==> src/include/dpm_pkg.sv <==
// package for the dual port alternate function mux
package dpm_pkg;
  localparam int PORT_W = 8;
  localparam logic [7:0] LATCH_RST = 8'hFF;
  // serial/strobe port pin positions
  localparam int SP_RX = 0;
  localparam int SP_TX = 1;
  localparam int SP_IRQ0 = 2;
  localparam int SP_IRQ1 = 3;
  localparam int SP_CNT0 = 4;
  localparam int SP_CNT1 = 5;
  localparam int SP_WR = 6;
  localparam int SP_RD = 7;
  // capture/compare port channel count and pin positions
  localparam int CC_CH_N = 5;
  localparam int CC_RELOAD = 5;
  localparam int CC_SYSTEM_CLOCK_OUTPUT = 6;
  localparam int CC_CNT2 = 7;

  typedef struct packed {
    logic [7:0] s0;
    logic [7:0] s1;
    logic [7:0] s2;
  } dpm_sync_t;

  typedef struct packed {
    logic [7:0] latch;
    logic [7:0] drive_low;
    logic [7:0] strong_oe;
    logic [7:0] in_level;
  } dpm_port_t;

  typedef struct packed {
    dpm_sync_t sp_sync;
    dpm_sync_t cc_sync;
    dpm_port_t sp;
    dpm_port_t cc;
    logic serial_zero_receive;
    logic ext_irq0;
    logic ext_irq1;
    logic counter_zero_input;
    logic counter_one_input;
    logic [4:0] cc_irq_in;
    logic [4:0] cc_capture_in;
    logic timer_two_reload_trigger;
    logic counter_two_input;
    logic serial_sync_data_in;
  } dpm_state_t;
endpackage : dpm_pkg

==> src/hw/dpm_mux.sv <==
// two eight-bit quasi-bidirectional ports with alternate function muxing
// Contract
// - latch one: weak pull-up only, input; sp drives strong high for the first cycle after a zero-to-one write
// - serial port functions need latch one
// - pin0 receive/sync data, pin1 transmit/clock
// - pins 2,3 interrupts and timer gates
// - pins 4,5 counter zero/one inputs
// - pins 6,7 write and read strobes
// - verify mode: low address byte out
// - cc inputs need latch one; compares override
// - pins 0-4 interrupt, compare, capture
// - pin5 timer two reload trigger
// - pin6 may output system clock
// - pin7 counter two input
module dpm_mux (
  // clock and reset
  input wire logic sys_clk,
  input wire logic rst_b,
  // core latch writes
  input wire logic sp_latch_we,
  input wire logic [7:0] sp_latch_wdata,
  input wire logic cc_latch_we,
  input wire logic [7:0] cc_latch_wdata,
  // serial/strobe port alternate outputs (low means pull pin low)
  input wire logic serial_zero_transmit,
  input wire logic serial_sync_mode,
  input wire logic serial_sync_data_oe,
  input wire logic serial_sync_data_out,
  input wire logic mem_write_strobe_b,
  input wire logic mem_read_strobe_b,
  // capture/compare port alternate outputs
  input wire logic [4:0] compare_en,
  input wire logic [4:0] compare_out,
  input wire logic system_clock_output_en,
  input wire logic system_clock_output,
  input wire logic verify_mode,
  input wire logic [7:0] verify_addr_lo,
  // pins
  input wire logic [7:0] sp_pin_in,
  output logic [7:0] sp_pin_out,
  output logic [7:0] sp_pin_oe,
  output logic [7:0] sp_pin_pullup,
  input wire logic [7:0] cc_pin_in,
  output logic [7:0] cc_pin_out,
  output logic [7:0] cc_pin_oe,
  output logic [7:0] cc_pin_pullup,
  // pin reads and alternate inputs to the core
  output logic [7:0] sp_pin_read,
  output logic [7:0] cc_pin_read,
  output logic [7:0] sp_latch,
  output logic [7:0] cc_latch,
  output logic serial_zero_receive,
  output logic serial_sync_data_in,
  output logic ext_irq0,
  output logic ext_irq1,
  output logic counter_zero_input,
  output logic counter_one_input,
  output logic [4:0] cc_irq_in,
  output logic [4:0] cc_capture_in,
  output logic timer_two_reload_trigger,
  output logic counter_two_input
);
  dpm_pkg::dpm_state_t st;
  dpm_pkg::dpm_state_t next_st;

  // ----------------------------------------
  // next state
  // ----------------------------------------
  always_comb begin
    logic [7:0] sp_lat;
    logic [7:0] cc_lat;
    logic [7:0] sp_alt;
    logic [7:0] cc_alt;
    logic [7:0] sp_in;
    logic [7:0] cc_in;
    sp_lat = '0;
    cc_lat = '0;
    sp_alt = '1;
    cc_alt = '1;
    sp_in = '0;
    cc_in = '0;
    next_st = st;
    // three stage sampling; a change counts when stages two and three agree
    // only stage two reads stage one, so a metastable first stage cannot leak
    next_st.sp_sync.s0 = sp_pin_in;
    next_st.sp_sync.s1 = st.sp_sync.s0;
    next_st.sp_sync.s2 = st.sp_sync.s1;
    next_st.cc_sync.s0 = cc_pin_in;
    next_st.cc_sync.s1 = st.cc_sync.s0;
    next_st.cc_sync.s2 = st.cc_sync.s1;
    for (int i = 0; i < dpm_pkg::PORT_W; i++) begin
      if (st.sp_sync.s1[i] == st.sp_sync.s2[i]) begin
        next_st.sp.in_level[i] = st.sp_sync.s2[i];
      end
      if (st.cc_sync.s1[i] == st.cc_sync.s2[i]) begin
        next_st.cc.in_level[i] = st.cc_sync.s2[i];
      end
    end
    sp_in = st.sp.in_level;
    cc_in = st.cc.in_level;
    sp_lat = sp_latch_we ? sp_latch_wdata : st.sp.latch;
    cc_lat = cc_latch_we ? cc_latch_wdata : st.cc.latch;
    next_st.sp.latch = sp_lat;
    next_st.cc.latch = cc_lat;
    // serial/strobe alternate outputs; idle high so only the latch matters
    if (serial_sync_mode) begin
      sp_alt[dpm_pkg::SP_RX] = serial_sync_data_oe ? serial_sync_data_out : 1'b1;
    end
    sp_alt[dpm_pkg::SP_TX] = serial_zero_transmit;
    sp_alt[dpm_pkg::SP_WR] = mem_write_strobe_b;
    sp_alt[dpm_pkg::SP_RD] = mem_read_strobe_b;
    // pin is pulled low when latch or alternate output is zero
    next_st.sp.drive_low = ~(sp_lat & sp_alt);
    // strong high for one cycle after release, to speed the edge
    next_st.sp.strong_oe = sp_lat & ~st.sp.latch;
    // compare outputs override the latch
    for (int c = 0; c < dpm_pkg::CC_CH_N; c++) begin
      if (compare_en[c]) begin
        cc_alt[c] = compare_out[c];
      end
    end
    if (system_clock_output_en) begin
      cc_alt[dpm_pkg::CC_SYSTEM_CLOCK_OUTPUT] = system_clock_output;
    end
    if (verify_mode) begin
      next_st.cc.drive_low = ~verify_addr_lo;
      next_st.cc.strong_oe = verify_addr_lo;
    end else begin
      next_st.cc.drive_low = ~(cc_lat | {3'h0, compare_en}) | ~cc_alt;
      next_st.cc.strong_oe = {3'h0, compare_en & compare_out};
    end
    // alternate inputs gated by latch one
    next_st.serial_zero_receive = sp_in[dpm_pkg::SP_RX] | ~st.sp.latch[dpm_pkg::SP_RX];
    next_st.serial_sync_data_in = sp_in[dpm_pkg::SP_RX] | ~st.sp.latch[dpm_pkg::SP_RX];
    next_st.ext_irq0 = sp_in[dpm_pkg::SP_IRQ0] | ~st.sp.latch[dpm_pkg::SP_IRQ0];
    next_st.ext_irq1 = sp_in[dpm_pkg::SP_IRQ1] | ~st.sp.latch[dpm_pkg::SP_IRQ1];
    next_st.counter_zero_input = sp_in[dpm_pkg::SP_CNT0] & st.sp.latch[dpm_pkg::SP_CNT0];
    next_st.counter_one_input = sp_in[dpm_pkg::SP_CNT1] & st.sp.latch[dpm_pkg::SP_CNT1];
    for (int c = 0; c < dpm_pkg::CC_CH_N; c++) begin
      next_st.cc_irq_in[c] = cc_in[c] | ~st.cc.latch[c];
      next_st.cc_capture_in[c] = cc_in[c] & st.cc.latch[c];
    end
    next_st.timer_two_reload_trigger =
      cc_in[dpm_pkg::CC_RELOAD] & st.cc.latch[dpm_pkg::CC_RELOAD];
    next_st.counter_two_input = cc_in[dpm_pkg::CC_CNT2] & st.cc.latch[dpm_pkg::CC_CNT2];
  end

  // ----------------------------------------
  // state register
  // ----------------------------------------
  always_ff @(posedge sys_clk or negedge rst_b) begin
    if (!rst_b) begin
      st <= '0;
      st.sp.latch <= dpm_pkg::LATCH_RST;
      st.cc.latch <= dpm_pkg::LATCH_RST;
      st.sp.in_level <= '1;
      st.cc.in_level <= '1;
      st.sp_sync <= '1;
      st.cc_sync <= '1;
      st.serial_zero_receive <= 1'b1;
      st.serial_sync_data_in <= 1'b1;
      st.ext_irq0 <= 1'b1;
      st.ext_irq1 <= 1'b1;
      st.cc_irq_in <= '1;
    end else begin
      st <= next_st;
    end
  end

  // ----------------------------------------
  // outputs, all from flip-flops
  // ----------------------------------------
  // weak pull-up on unless driven low; pin value is the low drive or strong high (brief on sp, held for cc compares and verify)
  assign sp_pin_out = st.sp.strong_oe & ~st.sp.drive_low;
  assign sp_pin_oe = st.sp.drive_low | st.sp.strong_oe;
  assign sp_pin_pullup = ~st.sp.drive_low;
  assign cc_pin_out = st.cc.strong_oe & ~st.cc.drive_low;
  assign cc_pin_oe = st.cc.drive_low | st.cc.strong_oe;
  assign cc_pin_pullup = ~st.cc.drive_low;
  assign sp_pin_read = st.sp.in_level;
  assign cc_pin_read = st.cc.in_level;
  assign sp_latch = st.sp.latch;
  assign cc_latch = st.cc.latch;
  assign serial_zero_receive = st.serial_zero_receive;
  assign serial_sync_data_in = st.serial_sync_data_in;
  assign ext_irq0 = st.ext_irq0;
  assign ext_irq1 = st.ext_irq1;
  assign counter_zero_input = st.counter_zero_input;
  assign counter_one_input = st.counter_one_input;
  assign cc_irq_in = st.cc_irq_in;
  assign cc_capture_in = st.cc_capture_in;
  assign timer_two_reload_trigger = st.timer_two_reload_trigger;
  assign counter_two_input = st.counter_two_input;

  // ----------------------------------------
  // checks
  // ----------------------------------------
  AST_LATCH_ONE_NO_LOW: assert property (@(posedge sys_clk) disable iff (!rst_b)
    (sp_latch_we && sp_latch_wdata[dpm_pkg::SP_CNT0]) |=> !sp_pin_oe[dpm_pkg::SP_CNT0]
      || sp_pin_out[dpm_pkg::SP_CNT0])
    else $error("latched one pin driven low");
  AST_LATCH_ZERO_LOW: assert property (@(posedge sys_clk) disable iff (!rst_b)
    (sp_latch_we && !sp_latch_wdata[dpm_pkg::SP_CNT1]) |=> sp_pin_oe[dpm_pkg::SP_CNT1]
      && !sp_pin_out[dpm_pkg::SP_CNT1])
    else $error("latched zero pin not driven low");
  AST_TX_FOLLOWS: assert property (@(posedge sys_clk) disable iff (!rst_b)
    (!serial_zero_transmit && !sp_latch_we) |=> sp_pin_oe[dpm_pkg::SP_TX]
      && !sp_pin_out[dpm_pkg::SP_TX])
    else $error("transmit low not on pin");
  AST_WR_STROBE: assert property (@(posedge sys_clk) disable iff (!rst_b)
    (!mem_write_strobe_b) |=> sp_pin_oe[dpm_pkg::SP_WR] && !sp_pin_out[dpm_pkg::SP_WR])
    else $error("write strobe not driven");
  AST_RD_STROBE: assert property (@(posedge sys_clk) disable iff (!rst_b)
    (!mem_read_strobe_b) |=> sp_pin_oe[dpm_pkg::SP_RD] && !sp_pin_out[dpm_pkg::SP_RD])
    else $error("read strobe not driven");
  AST_VERIFY_ADDR: assert property (@(posedge sys_clk) disable iff (!rst_b)
    verify_mode |=> (cc_pin_oe == 8'hFF) && (cc_pin_out == $past(verify_addr_lo)))
    else $error("verify address not on port");
  AST_COMPARE_OVERRIDE: assert property (@(posedge sys_clk) disable iff (!rst_b)
    (compare_en[0] && !verify_mode) |=> cc_pin_oe[0]
      && (cc_pin_out[0] == $past(compare_out[0])))
    else $error("compare output not driven");
  AST_IRQ_GATED: assert property (@(posedge sys_clk) disable iff (!rst_b)
    !cc_latch[1] |=> cc_irq_in[1])
    else $error("interrupt input not gated by latch");
  AST_CNT2_GATED: assert property (@(posedge sys_clk) disable iff (!rst_b)
    !cc_latch[dpm_pkg::CC_CNT2] |=> !counter_two_input)
    else $error("counter two input not gated");
  AST_SYSTEM_CLOCK_OUTPUT: assert property (@(posedge sys_clk) disable iff (!rst_b)
    (system_clock_output_en && !system_clock_output && !verify_mode) |=> cc_pin_oe[dpm_pkg::CC_SYSTEM_CLOCK_OUTPUT])
    else $error("clock output low not driven");
endmodule : dpm_mux

==> config.mk <==
export PLATFORM = sky130hd
export DESIGN_NAME = dpm_mux
export DESIGN_NICKNAME = d
export VERILOG_FILES = /design/src/include/dpm_pkg.sv /design/src/hw/dpm_mux.sv
export SDC_FILE = /design/constraint.sdc
export NUM_CORES = 1
export LEC_CHECK = 0
export BUFFER_PORTS_ARGS = -buffer_cell sky130_fd_sc_hd__clkbuf_2
export CORE_MARGIN = 2
export CORE_UTILIZATION = 50
export DETAILED_ROUTE_END_ITERATION = 8
export GPL_ROUTABILITY_DRIVEN = 0
export PLACE_DENSITY = 0.8
export SYNTH_ARGS = -nofsm -noshare
export SYNTH_HDL_FRONTEND = slang
export SYNTH_SLANG_ARGS = --single-unit
==> constraint.sdc <==
create_clock -name sys_clk -period 1.1 [get_ports sys_clk]
set_input_delay 0.055 -clock sys_clk [delete_from_list [all_inputs] [get_ports sys_clk]]
set_output_delay 0.055 -clock sys_clk [all_outputs]
set_load 0.01 [all_outputs]
==> Yosys cells after proc, flatten, opt, wreduce, memory -nomap -nowiden <==
Cells that the tools add are included.
{ "totals": {"reg_bits": 129, "latch_bits": 0, "ram_bits": 0, "rom_bits": 0, "input_bits": 63, "output_inout_bits": 98, "word_cells": 105, "mem_count": 0} }
{ "classes": {"add_sub_neg": 0, "n_mul": 0, "div": 0, "order_cmp": 0, "eq_ne": 16, "n_shift": 0, "n_mux": 11, "bitwise_logic": 41, "n_reduce_logical": 0} }
{ "op_table": {"columns": ["op", "n"], "rows": [
  ["$not 8->8", 7],
  ["$and 8x8->8", 4],
  ["$or 8x8->8", 3],
  ["$eq 1x1->1", 16],
  ["$mux 16", 1],
  ["$mux 8", 2],
  ["$and 1x1->1", 9],
  ["$mux 1", 8],
  ["$not 1->1", 8],
  ["$or 1x1->1", 8],
  ["$or 8x5->8", 1],
  ["$and 5x5->5", 1]
]} }

==> Logic depth before layout (Yosys ltp) <==
Gate-level depths: netlist of the first run.
{ "logic_depth": {"depth_word": 5, "depth_mapped": 4, "ltp_nobuf": 2} }

==> Worst setup path before layout of the first run <==
Ideal clock, no wire load.
{ "synth_timing": {"kind": "reg2reg", "startpoint": "register st, in the netlist cc_latch[0]", "endpoint": "register st[34] (netlist name)", "setup_time_ns": 0.111, "arrival_time_ns": 0.832, "slack_ns": 0.157, "stages_incl_launch_ff": 3, "n_path_buf": 0, "path_cell_list": "dfstp_2 > mux2_4 > a222oi_1"} }
{ "synth_lines": {"columns": ["item", "line", "text"], "rows": [
  ["from (decl)", "dpm_mux.sv:63", "dpm_pkg::dpm_state_t st;"],
  ["from (signal assigned)", "dpm_mux.sv:166", "st <= next_st;"]
]} }

==> Worst setup path after layout of the first run <==
{ "layout_timing": {"startpoint": "register st[71] (netlist name)", "endpoint": "output sp_pin_out[5]"} }
{ "layout_between": {"elab_chain_cells": 2} }
{ "layout_lines": {"columns": ["item", "line", "text"], "rows": [
  ["$not 8->8", "dpm_mux.sv:174", "assign sp_pin_out = st.sp.strong_oe & ~st.sp.drive_low;"],
  ["$and 8x8->8", "dpm_mux.sv:174", null],
  ["to (decl)", "dpm_mux.sv:40", "output logic [7:0] sp_pin_out,"]
]} }
No other way between the ends.

==> impl_summary.md, run 1 <==
Run status
The run finished, with violations left. The final reports fail on negative setup slack.

Power and ir drop
The power density relative to cell area is 1770 nW/um2. The worst supply voltage drop on vdd is 1.25 mV. The completed layout was analyzed and its total power is 13.3 mW. The analysis attributes to cell leakage a power of 3.59 nW.

CTS
The CTS tree is built. Counting every sink on the clock net gives 129. The clock latency at the later pin of the worst-skew pair is 0.49 ns. In this run the number of H-tree levels came out at 4. The clock root buffer master is sky130_fd_sc_hd__clkbuf_8. The clock buffer count from CTS is 17. Clock-pin slew was measured on the worst setup and hold paths at 0.06 ns. The longest clock path from root to sink contains 2 buffers.

Cells and area
After routing the design area is 7490 um2. At the end of the flow, the number of nets in the layout was 616. The antenna diode instance count is 0. Relative to the synthesized area, the layout overhead comes to 58.6%. Cells with a size suffix above 1 make up 66.1% of the layout.

The count of cells in the finished layout, fillers not included, comes to 677.

Yosys
By instance count, the leading cell after synthesis is sky130_fd_sc_hd__dfstp_2. The synthesis warning total is 0. Synthesis handed over a netlist of 320 instances. Sequential elements use 70.7% of the synthesized area.

The flop and latch count out of synthesis is 129. Ranked by total cell area, the synthesized netlist is headed by sky130_fd_sc_hd__dfstp_2, sky130_fd_sc_hd__dfrtp_1, sky130_fd_sc_hd__buf_4, sky130_fd_sc_hd__maj3_1, sky130_fd_sc_hd__mux2_2. Averaged over all synthesized cells, the footprint is 14.8 um2.

The share of synthesized area in the top cell type comes to 49.0%. The number of different library cells used by synthesis comes to 24. Summing every instance area after synthesis gives 4720 um2. In this run, synthesis inferred 0 flip-flops with an integrated enable. The leading area contributor after synthesis is sky130_fd_sc_hd__dfstp_2. In the synthesized netlist, the cells that appear most often are sky130_fd_sc_hd__dfstp_2, sky130_fd_sc_hd__buf_4, sky130_fd_sc_hd__dfrtp_1, sky130_fd_sc_hd__inv_1, sky130_fd_sc_hd__nor2b_1. The number of nets in the synthesized netlist is 383.

The flip-flop cell with the highest count after synthesis is sky130_fd_sc_hd__dfstp_2. Of all flip-flops after synthesis, the portion carrying an async set or reset was 100%.

Route
The number of vias per cell after detailed routing is 4.86. Across all layers, the routed design uses 3287 vias. The detailed-routing wirelength on met1 is 4930 um. Wire segments on met2 add up to 6910 um in the final route. The number of optimization iterations in the first detailed-route pass is 4. After detailed routing, the average wire length per cell comes to 19.0 um. In this run the top signal layer used is met4. In the routed design, unresolved DRC markers number 0. The detail route stage leaves a number of antenna-violating nets equal to 0.

The post-detailed-routing wire length is 12900 um. In the detailed route, the total length drawn on met3 is 773 um. The starting DRC count in detailed routing is 60.

Placed design
The total half-perimeter wirelength after legalization and detailed placement is 6070 um. Buffers placed on the I/O ports in this run total 160. After detailed placement, the total cell area comes to 5360 um2. The number of placed instances, taps included, is 546.

Min path
The number of cells on the worst hold path is 3. The worst min-delay path class is in2reg. The worst hold path begins at sp_latch_we.

The path with the worst hold slack has its endpoint at st[64].

Critical path
The slowest stage of the critical path is the sky130_fd_sc_hd__dfrtp_1 cell. In this run the critical register-to-register path is captured at st[34]. The largest stage delay on the critical path is 0.41 ns. The worst setup path is captured at an output pin. Of all nets on the critical path, the largest fanout is 2.

The setup slack of the worst register-to-register path is -0.13 ns. STA classifies the critical path startpoint as a flop. In this run the critical register-to-register path is launched from cc_latch[0]. The required time reported for the critical path endpoint is 1.04 ns. The critical path goes through buf_6, nor2b_1, buf_2.

The critical path is of the reg2out type. The arrival time reported for the critical path endpoint is 1.34 ns. The path depth of the worst reg2reg path is 3.

GRT
The overall fraction of global-route tracks in use is 22.4%. The initial antenna violation count is 0. The via count of the first global-routing pass was 3606. The largest net degree at the start of global routing is 86. After global routing the overflow that remains totals 0.

The global-route wire length before repair is 17300 um.

Die
After floorplanning, the core was sized to cover 9200 um2. In this run the count of I/O pins placed on the die edge is 161. The floorplan step defined a die boundary enclosing 10200 um2. The number of rows in the core area is 35.

The die span in x is 101 um. The floorplan step set the die height to 101 um. Once the floorplan was initialized, standard cells occupied 51.4% of the core.

STA
Across all setup checks in the final design, the least slack found is -0.297 ns. The routed design could run at a clock period as short as 1.40 ns. Setup violations remaining at the end of the flow were counted as 92. The worst hold margin is 0.0367 ns. The worst clock skew is 0.00807 ns. Setup repair after global routing could not meet its margin everywhere.

The total count of max-transition violations in the final report is 0. The hold violation count in the final report was 0. The final total negative setup slack is -12.37 ns. The final cycle utilization of the critical path is 127%. For the pin with the worst max-slew slack, the measured transition is 0.488 ns. Based on the critical path, the design can be clocked at up to 716 MHz.

The relative slew slack is 67.4%.

Flow run
The tool flagged a number of max-cap violations equal to 0.
-- kinds of logic (layout without fill, tap and decap cells) --
| logic type | after synthesis | after routing | share of synthesized area, % |
|---|---|---|---|
| buf+inv | 69 | 315 | 9.17 |
| simple gates | 76 | 76 | 10.1 |
| compound gates | 12 | 12 | 2.41 |
| flops | 129 | 129 | 70.7 |
| fa+ha+maj | 16 | 16 | 3.39 |
| mux | 18 | 18 | 4.29 |
-- per-stage QoR --
| stage | utilization, % | worst slack, ns |
|---|---|---|
| after global routing | 81.5 | -0.349 |
| after floorplan | - | 0.157 |
| after detailed placement | 58.3 | 0.0521 |
| final | 81.5 | -0.297 |
| after CTS | 75.5 | -0.306 |
| after global placement | 58.3 | 0.109 |
-- placed cells by master, fill, tap and decap left out --
master and count:
sky130_fd_sc_hd__mux2i_1 6, sky130_fd_sc_hd__nand2b_1 9, sky130_fd_sc_hd__buf_2 11, sky130_fd_sc_hd__clkinv_4 5, sky130_fd_sc_hd__nor2b_1 9, sky130_fd_sc_hd__a31oi_1 1
sky130_fd_sc_hd__clkinvlp_4 1, sky130_fd_sc_hd__inv_6 4, sky130_fd_sc_hd__nor2_1 6, sky130_fd_sc_hd__a222oi_1 1, sky130_fd_sc_hd__buf_12 2, sky130_fd_sc_hd__or2_4 16
sky130_fd_sc_hd__and2_1 12, sky130_fd_sc_hd__inv_1 9, sky130_fd_sc_hd__clkbuf_2 73, sky130_fd_sc_hd__buf_8 2, sky130_fd_sc_hd__a22o_1 1, sky130_fd_sc_hd__dfrtp_1 41
sky130_fd_sc_hd__bufinv_16 3, sky130_fd_sc_hd__mux2_4 4, sky130_fd_sc_hd__dfstp_2 88, sky130_fd_sc_hd__maj3_1 16, sky130_fd_sc_hd__buf_6 90, sky130_fd_sc_hd__and3b_1 11
sky130_fd_sc_hd__inv_4 1, sky130_fd_sc_hd__a21o_1 4, sky130_fd_sc_hd__buf_4 25, sky130_fd_sc_hd__clkbuf_8 1, sky130_fd_sc_hd__clkbuf_1 1, sky130_fd_sc_hd__nor2b_4 5
sky130_fd_sc_hd__nor2b_2 3, sky130_fd_sc_hd__mux2_2 8, sky130_fd_sc_hd__inv_2 11, sky130_fd_sc_hd__nand2_1 5, sky130_fd_sc_hd__clkinv_2 1, sky130_fd_sc_hd__a221oi_2 4
sky130_fd_sc_hd__dlygate4sd3_1 59, sky130_fd_sc_hd__o21ai_0 1, sky130_fd_sc_hd__clkbuf_16 16
-- worst max-delay path, delay by kind of cell, from the launching register on --
kind	cells	cell delay (ns)
flops	1	0.41
buf+inv	2	0.30
simple gates	1	0.14
-- worst max-delay path by stage --
stage                startpoint            end  slack, ns  cells past startpoint
finish                   st[71]  sp_pin_out[5]      -0.30                      3
global route             st[71]  sp_pin_out[5]      -0.35                      3
CTS                      st[41]  cc_pin_out[7]      -0.31                      3
detailed placement  cc_latch_we         st[36]       0.05                      3
global placement    cc_latch_we         st[36]       0.11                      3
floorplan           cc_latch[0]         st[34]       0.16                      2
-- routing by layer --
metal	vias to the layer above	track usage (%)
li1	1452	-
met1	1653	24.6
met2	158	40.0
met3	24	6.56
met4	0	10.1
met5	-	0
-- report_power, final --
group	internal, mW	total (mW)	switching (mW)
combinational	1.26	2.10	0.846
clock	3.50	5.60	2.10
sequential	5.30	5.57	0.269
total	10.1	13.3	3.22
-- state kept, by name, summed over array words and instances, names as in the netlist, 5 cells and up --
name	cells
cc_latch	8
sp_latch	8
next_st	32
cc_irq_in	5
cc_pin_read	8
cc_capture_in	5
sp_pin_read	8
st	48
-- repair_timing --
| action | in CTS | in global routing |
|---|---|---|
| pin swaps | 11 | 6 |
| resized for setup | 41 | 183 |
| endpoints found under the setup margin | 89 | 97 |
| hold endpoints to repair | 193 | 2 |
| hold buffers | 60 | 2 |
| buffers inserted | 37 | 3 |
-- layout make-up --
| cell class | instances | area (um2) |
|---|---|---|
| clock buffer | 18 | 418 |
| multi-input combinational | 122 | 1050 |
| clock inverter | 14 | 181 |
| inverter | 21 | 81.3 |
| tap | 111 | 139 |
| sequential | 129 | 3340 |
| fill | 434 | 1710 |
| timing repair buffer | 262 | 2280 |
No activity file was read; power rests on OpenSTA's default activity.
==> run 2, diff against run 1 <==
==> constraint.sdc (replaced) <==
create_clock -name sys_clk -period 1.1 [get_ports sys_clk]
set_input_delay 0.165 -clock sys_clk [delete_from_list [all_inputs] [get_ports sys_clk]]
set_output_delay 0.165 -clock sys_clk [all_outputs]
set_load 0.01 [all_outputs]
==> impl_summary.md, run 2 (synthesized netlist as in run 1, its figures left out) <==
Run status
The run finished, with violations left. The checks that failed: negative setup slack.

Power and ir drop
The proportion of power drawn by the clock network is 42.4% (+0.2 points). The share of total power in sequential cells is 41.1% (-0.9 points). The power density relative to cell area came to 1760 nW/um2 (-0.47%). The internal power is 10.3 mW (+2.7%).

The final total power came to 13.5 mW (+1.9%). The switching component of the power is 3.20 mW (-0.57%). The worst supply voltage drop on vdd came to 0.974 mV (-22%).

The static leakage is 3.67 nW (+2.3%). The switching power as a share of total power is 23.6% (-0.59 points). The part of the power in combinational logic is 16.5% (+0.6 points).

Cells and area
Leaving out fill and tap cells, the most frequent cell in the layout is sky130_fd_sc_hd__buf_6. The number of fillers in the final layout came to 423 (-2.5%). The number of flip-flops under the largest register name is 48 (unchanged).

In the layout the commonest cells are sky130_fd_sc_hd__buf_6, sky130_fd_sc_hd__dfstp_2, sky130_fd_sc_hd__clkbuf_2. From synthesis to final layout, the design area changed by 62.4%. The antenna diode instance count is 0 (unchanged). The final standard cell count with taps included and fillers excluded is 695 (+2.7%). The number of nets in the finished design is 634 (+2.9%).

The share of final-layout standard cells stronger than drive strength 1 is 67.1% (+1.0 points). The largest register by flop count is st.

STA
Setup repair after global routing could not meet its margin everywhere. The final cycle utilization of the critical path is 136% (+9.1 points). The hold violation count in the final report was 0 (unchanged). The final critical-path required period is 1.50 ns (+0.101 ns). The worst clock skew was 0.0106 ns (+0.00257 ns). The total count of max-transition violations in the final report came to 0 (unchanged). The transition time of the tightest slew-check pin was 0.337 ns (-0.151 ns). The final-report setup violation count came to 102 (+11%). The setup slack after layout came to -0.397 ns (-0.101 ns).

The highest clock frequency the design can meet was 668 MHz (-6.7%). The relative slew slack is 77.5% (+10 points).

GRT
The global routing usage on met3 was 7.18% (+0.62 points). The via count of the first global-routing pass is 3629 (+0.64%). The layer with the highest usage after global routing is met2. The overall fraction of global-route tracks in use is 22.4% (+0.089 points). The total congestion overflow is 0 (unchanged).

The largest net degree at the start of global routing is 52 (-40%). The met2 global-route usage is 39.1% (-0.87 points). The met1 capacity usage during global routing is 25.5% (+0.92 points). The initial antenna violation count is 0 (unchanged). The global-route wire length before repair is 17400 um (+0.56%).

CTS
The cell sitting at the root of the clock tree is a sky130_fd_sc_hd__clkbuf_8. TritonCTS built the clock tree. The number of H-tree levels is 4 (unchanged). The clock latency at the later pin of the worst-skew pair is 0.50 ns (about the same).

The number of buffers on the longest clock path is 2 (unchanged). The clock buffer count from CTS was 17 (unchanged). The count of clock tree sinks is 129 (unchanged). The clock slew at the register clock pins of the worst setup and hold paths is 0.06 ns (about the same).

Critical path
The startpoint type of the worst setup path is a flop. In this run the worst setup path terminates at sp_pin_out[6]. The end of the worst register-to-register path is st[38].

In this run the worst setup path begins at st[72]. The largest stage delay on the critical path was 0.39 ns (-0.02 ns). In this run the critical register-to-register path is launched from cc_latch[4].

The path depth of the worst reg2reg path is 3 (unchanged). The maximum net fanout on the critical path came to 2 (unchanged). The library cell contributing the largest single delay on the critical path is sky130_fd_sc_hd__dfrtp_1. The required time reported for the critical path endpoint came to 0.94 ns (-0.10 ns). The setup path with the least slack is of type reg2out. STA classifies the critical path endpoint as an output pin. The arrival time reported for the critical path endpoint is 1.33 ns (about the same). The setup slack of the worst register-to-register path came to -0.06 ns (+0.07 ns). The signal on the critical path passes through buf_6, nor2b_1, buf_2.

Route
The starting DRC count in detailed routing came to 97 (+62%). The post-detailed-routing wire length is 13200 um (+2.5%). The routed wirelength normalized by instance count came to 19.0 um (-0.17%). The number of vias per cell after detailed routing is 4.91 (+1.1%). The count of nets left with antenna violations after detail routing is 0 (unchanged). The number of optimization iterations in the first detailed-route pass is 4 (unchanged). The number of vias in the routed layout is 3410 (+3.7%). The post-detailed-route DRC marker count is 0 (unchanged).

Placed design
The number of port buffers is 160 (unchanged). The cell total after placement is 551 (+0.92%). The total half-perimeter wirelength after legalization and detailed placement is 6400 um (+5.4%).

Die
The die span in x came to 101 um (unchanged). The number of rows in the core area is 35 (unchanged). The number of placed I/O pins is 161 (unchanged). The total core area is 9200 um2 (unchanged). The area of the die is 10200 um2 (unchanged). The overall die height came to 101 um (unchanged). The initial standard-cell utilization of the core is 51.4% (unchanged).

Flow run
The reported max-cap violation count came to 0 (unchanged).

Min path
The worst min-delay path class is in2async.
run 2: stage by stage:
stage	hold slack [ns]	worst slack [ns]	setup TNS, ns	cell area, um2	util [%]
after floorplan	-0.131	0.157	0	4720	-
after global placement	0.0190	-0.00449	-0.00647	5410	58.8
after detailed placement	0.0218	-0.0713	-0.219	5410	58.8
after CTS	0.0235	-0.390	-25.68	7050	76.7
after global routing	0.0339	-0.453	-28.44	7670	83.4
final	0.0482	-0.397	-23.77	7670	83.4
run 2: worst min-delay path by stage:
| stage | startpoint | to | slack, ns | depth (start not counted) |
|---|---|---|---|---|
| after floorplan | rst_b | cc_capture_in[0] | -0.13 | 0 |
| final | rst_b | counter_one_input | 0.05 | 2 |
| after global routing | rst_b | counter_one_input | 0.03 | 2 |
| after CTS | rst_b | counter_one_input | 0.02 | 2 |
| after global placement | rst_b | counter_one_input | 0.02 | 1 |
| after detailed placement | rst_b | counter_one_input | 0.02 | 1 |
run 2: power groups by stage:
stage	registers [mW]	clock network (mW)	logic [mW]
after detailed placement	5.60	0	1.17
after global routing	5.59	6.05	2.35
after floorplan	5.52	0	0.761
final	5.56	5.74	2.22
after CTS	5.49	5.81	1.71
after global placement	5.57	0	1.14
run 2: area by class of cell:
class / count / area [um2] / share of cell area [%]
multi-input cells: 122 / 1060 / 13.8
flip-flops and latches: 129 / 3340 / 43.5
inverters: 21 / 81.3 / 1.06
repair buffers: 280 / 2440 / 31.9
well taps: 111 / 139 / 1.81
clock buffers: 20 / 425 / 5.55
clock inverters: 12 / 186 / 2.43
run 2: what timing repair did:
action	in CTS	in global routing
pin swaps	6	9
endpoints found under the hold margin	159	0
setup endpoints to repair	98	104
hold buffers	59	0
gates resized for setup	48	186
buffers inserted	43	11
run 2: layer usage:
layer	wire (um)	up-vias	part of all wire, %
li1	-	1490	-
met1	5020	1723	38
met2	7000	177	53
met3	973	20	7.4
met4	191	0	1.4
met5	0	-	0
run 2: critical path, delay by kind of cell, from the launching register on:
family	cells	cell delay, ns
AND/OR/NAND/NOR	1	0.15
flip-flops	1	0.39
buffers and inverters	2	0.29
==> run 3, diff against run 2 <==
- ABC_AREA: not set -> 1
- PLACE_DENSITY: 0.8 -> 0.79
- SLEW_MARGIN: not set -> 25
==> impl_summary.md, run 3 <==
Critical path
The source of the critical timing path is st[37]. The required time reported for the critical path endpoint was 0.94 ns (about the same). The library cell contributing the largest single delay on the critical path is sky130_fd_sc_hd__dfrtp_1. The type of the setup path with the least slack is reg2out. Walking the worst path, the cells encountered are nor2_1, buf_2. The largest stage delay on the critical path is 0.41 ns (+0.02 ns). The category of the worst setup path capture point is an output pin.

The startpoint of the lowest-slack register-to-register path is cc_latch[4]. The arrival time reported for the critical path endpoint is 1.19 ns (-0.14 ns). The maximum net fanout on the critical path is 2 (unchanged). The startpoint type of the worst setup path is a flop.

CTS
The clock slew at the register clock pins of the worst setup and hold paths is 0.06 ns (about the same). The number of buffers on the longest clock path is 2 (unchanged). CTS placed an instance of sky130_fd_sc_hd__clkbuf_8 at the clock tree root. The clock latency at the later pin of the worst-skew pair is 0.51 ns (about the same).

The number of H-tree levels is 4 (unchanged). The count of clock tree sinks is 129 (unchanged). TritonCTS built the clock tree. The clock buffer count from CTS is 17 (unchanged).

Yosys
sky130_fd_sc_hd__dfstp_2 takes more of the synthesized area than any other cell. The count of unique library cells instantiated by Yosys is 20 (-17%). The share of synthesized registers carrying an async set or reset was 100% (unchanged). Among all cell types in the netlist, the one instantiated most often is sky130_fd_sc_hd__dfstp_2. In the synthesized netlist, the cells that appear most often are sky130_fd_sc_hd__dfstp_2, sky130_fd_sc_hd__inv_1, sky130_fd_sc_hd__nand2_1, sky130_fd_sc_hd__buf_4, sky130_fd_sc_hd__dfrtp_1. The flop and latch count out of synthesis was 129 (unchanged).

The average cell area after synthesis was 11.3 um2 (-23%). The synthesis warning total came to 0 (unchanged). For this run, the leading register cell type out of synthesis is sky130_fd_sc_hd__dfstp_2. The number of standard cells after synthesis is 425 (+33%). The top cell type's share of synthesized area is 48.1% (-0.85 points). The net count after synthesis is 488 (+27%).

The sequential area share after synthesis was 69.4% (-1.2 points). The count of flip-flops with a built-in enable after synthesis is 0 (unchanged). Ranked by total cell area, the synthesized netlist is headed by sky130_fd_sc_hd__dfstp_2, sky130_fd_sc_hd__dfrtp_1, sky130_fd_sc_hd__buf_4, sky130_fd_sc_hd__inv_1, sky130_fd_sc_hd__nand2_1.

The mapped cell area came to 4810 um2 (+1.8%).

GRT
The initial antenna violation count is 0 (unchanged). The via count of the first global-routing pass is 3704 (+2.1%). The overall fraction of global-route tracks in use is 21.7% (-0.75 points). The largest net degree at the start of global routing is 48 (-7.7%). The total congestion overflow was 0 (unchanged). The global-route wire length before repair is 16900 um (-2.9%).

Route
The number of vias in the routed layout came to 3638 (+6.7%). The post-detailed-routing wire length was 11800 um (-10%). The routed wirelength normalized by instance count is 14.9 um (-21%). The post-detailed-route DRC marker count is 0 (unchanged). The count of nets left with antenna violations after detail routing is 0 (unchanged). The starting DRC count in detailed routing is 129 (+33%). The number of optimization iterations in the first detailed-route pass is 5 (+1). The number of vias per cell after detailed routing is 4.58 (-6.6%).

Die
The initial standard-cell utilization of the core is 51.8% (+0.42 points). The number of placed I/O pins is 161 (unchanged). The overall die height is 102 um (+0.84%). The number of rows in the core area is 35 (unchanged). The total core area is 9280 um2 (+0.95%).

The area of the die came to 10400 um2 (+1.7%). The die span in x came to 102 um (+0.84%).

STA
The transition time of the tightest slew-check pin came to 0.383 ns (+0.0462 ns). The final total negative setup slack came to -18.33 ns (+5.43 ns). The worst clock skew was 0.00922 ns (-0.00142 ns). The hold violation count in the final report was 0 (unchanged).

The highest clock frequency the design can meet was 739 MHz (+11%). The relative slew slack is 74.4% (-3.1 points). Setup repair after global routing could not meet its margin everywhere. The setup slack after layout was -0.253 ns (+0.144 ns).

The final-report setup violation count is 99 (-2.9%). The total count of max-transition violations in the final report is 0 (unchanged). The final cycle utilization of the critical path is 123% (-13 points). The final critical-path required period is 1.35 ns (-0.144 ns).

Cells and area
The antenna diode instance count came to 0 (unchanged). The share of final-layout standard cells stronger than drive strength 1 is 54.3% (-13 points). The number of nets in the finished design was 715 (+13%). The final design area excluding fillers is 7220 um2 (-5.8%). The number of fillers in the final layout was 525 (+24%).

The area added between synthesis and finish is 50.3%. The most common library cell in the layout ignoring fill and taps is sky130_fd_sc_hd__dfstp_2. Leaving out fill and tap cells, the most frequent cells in the layout are sky130_fd_sc_hd__dfstp_2, sky130_fd_sc_hd__clkbuf_2, sky130_fd_sc_hd__nand2_1. The number of flip-flops under the largest register name is 48 (unchanged). More flip-flops sit in one register than any other, and that register is st.

Power and ir drop
The part of the power in combinational logic is 14.9% (-1.6 points). The internal power was 9.04 mW (-12%). The worst supply voltage drop on vdd is 1.08 mV (+11%). The switching power as a share of total power is 25.9% (+2.3 points). The switching component of the power came to 3.16 mW (-1.0%). The static leakage came to 3.70 nW (+0.82%).

The proportion of power drawn by the clock network is 40.1% (-2.3 points). The share of total power in sequential cells came to 45.0% (+3.9 points). The power density relative to cell area is 1690 nW/um2 (-4.1%).

Run status
The run finished, with violations left. The final reports fail on negative setup slack.

Min path
The startpoint identified for the worst hold timing path is sp_latch_we. The worst hold path belongs to the class in2reg.

Flow run
The reported max-cap violation count came to 0 (unchanged).

Placed design
The total half-perimeter wirelength after legalization and detailed placement was 6440 um (+0.53%). The cell area after placement came to 5490 um2 (+1.5%). The number of port buffers is 160 (unchanged).
==> run 3: cell types whose count changed in the layout (fill, tap and decap cells not counted), moves of 16 or more <==
cell / before / now
sky130_fd_sc_hd__nor2_1: 6 / 31
sky130_fd_sc_hd__buf_2: 11 / 27
sky130_fd_sc_hd__inv_1: 6 / 62
sky130_fd_sc_hd__buf_6: 93 / 50
sky130_fd_sc_hd__nand2_1: 5 / 75
sky130_fd_sc_hd__or2_4: 16 / 0
==> run 3: worst max-delay path, delay by kind of cell (launching register included) <==
family	cells	cell delay [ns]
buffers and inverters	1	0.15
and+or+nand+nor	1	0.12
DFF	1	0.41
==> run 3: final timing paths <==
path	endpoint	slack [ns]	depth (start not counted)
worst max-delay path	cc_pin_out[3]	-0.25	2
worst min-delay path	sp_latch[5]	0.07	4
worst max register to register	st[38]	-0.02	6
worst min register to register	next_st[83]	0.35	0
max in group asynchronous	st[111]	0.50	3
min in group asynchronous	next_st[96]	0.27	2
==> run 3: timing repair <==
action / 4_1_cts / 5_1_grt
setup buffers: 26 / 4
endpoints found under the hold margin: 165 / 2
pin swaps: 19 / 11
setup endpoints to repair: 98 / 104
gates cloned: 0 / 0
resized for setup: 9 / 159
hold buffers: 61 / 1
==> run 3: power by group through the flow <==
stage,logic [mW],clock network [mW],registers [mW]
final,1.82,4.89,5.50
after global routing,1.97,5.22,5.53
after CTS,1.52,4.99,5.44
after detailed placement,1.16,0,5.55
after global placement,1.12,0,5.53
after floorplan,0.748,0,5.49
==> run 3: area by class of cell <==
| class | instances | area, um2 | share of cell area (%) |
|---|---|---|---|
| clock inverters | 13 | 103 | 1.42 |
| well taps | 129 | 161 | 2.23 |
| repair buffers | 255 | 2040 | 28.3 |
| flip-flops and latches | 129 | 3340 | 46.2 |
| multi-input cells | 162 | 823 | 11.4 |
| inverters | 87 | 332 | 4.59 |
| clock buffers | 19 | 422 | 5.84 |
==> run 3: stage by stage <==
stage	utilization [%]	power, mW	instances	worst slack (ns)	hold slack (ns)
6_report	77.8	12.2	794	-0.253	0.0699
5_1_grt	77.8	12.7	794	-0.317	0.0723
4_1_cts	73.8	11.9	791	-0.274	0.0399
3_5_place_dp	59.2	6.70	672	0.0951	0.254
3_3_place_gp	59.2	6.64	672	0.151	0.244
2_1_floorplan	-	6.24	425	0.208	-0.131
==> run 3: cell families after synthesis <==
family	synth area share (%)
adders and majority gates	3.33
buffers and inverters	14.2
AOI/OAI and AO/OA	1.20
DFF	69.4
and+or+nand+nor	11.9
==> run 3: layer usage <==
| layer | global-route usage, % | routed length [um] |
|---|---|---|
| met1 | 23.4 | 4390 |
| met2 | 39.3 | 6560 |
| met3 | 5.34 | 595 |
| met4 | 11.5 | 306 |
| met5 | 0 | 0 |
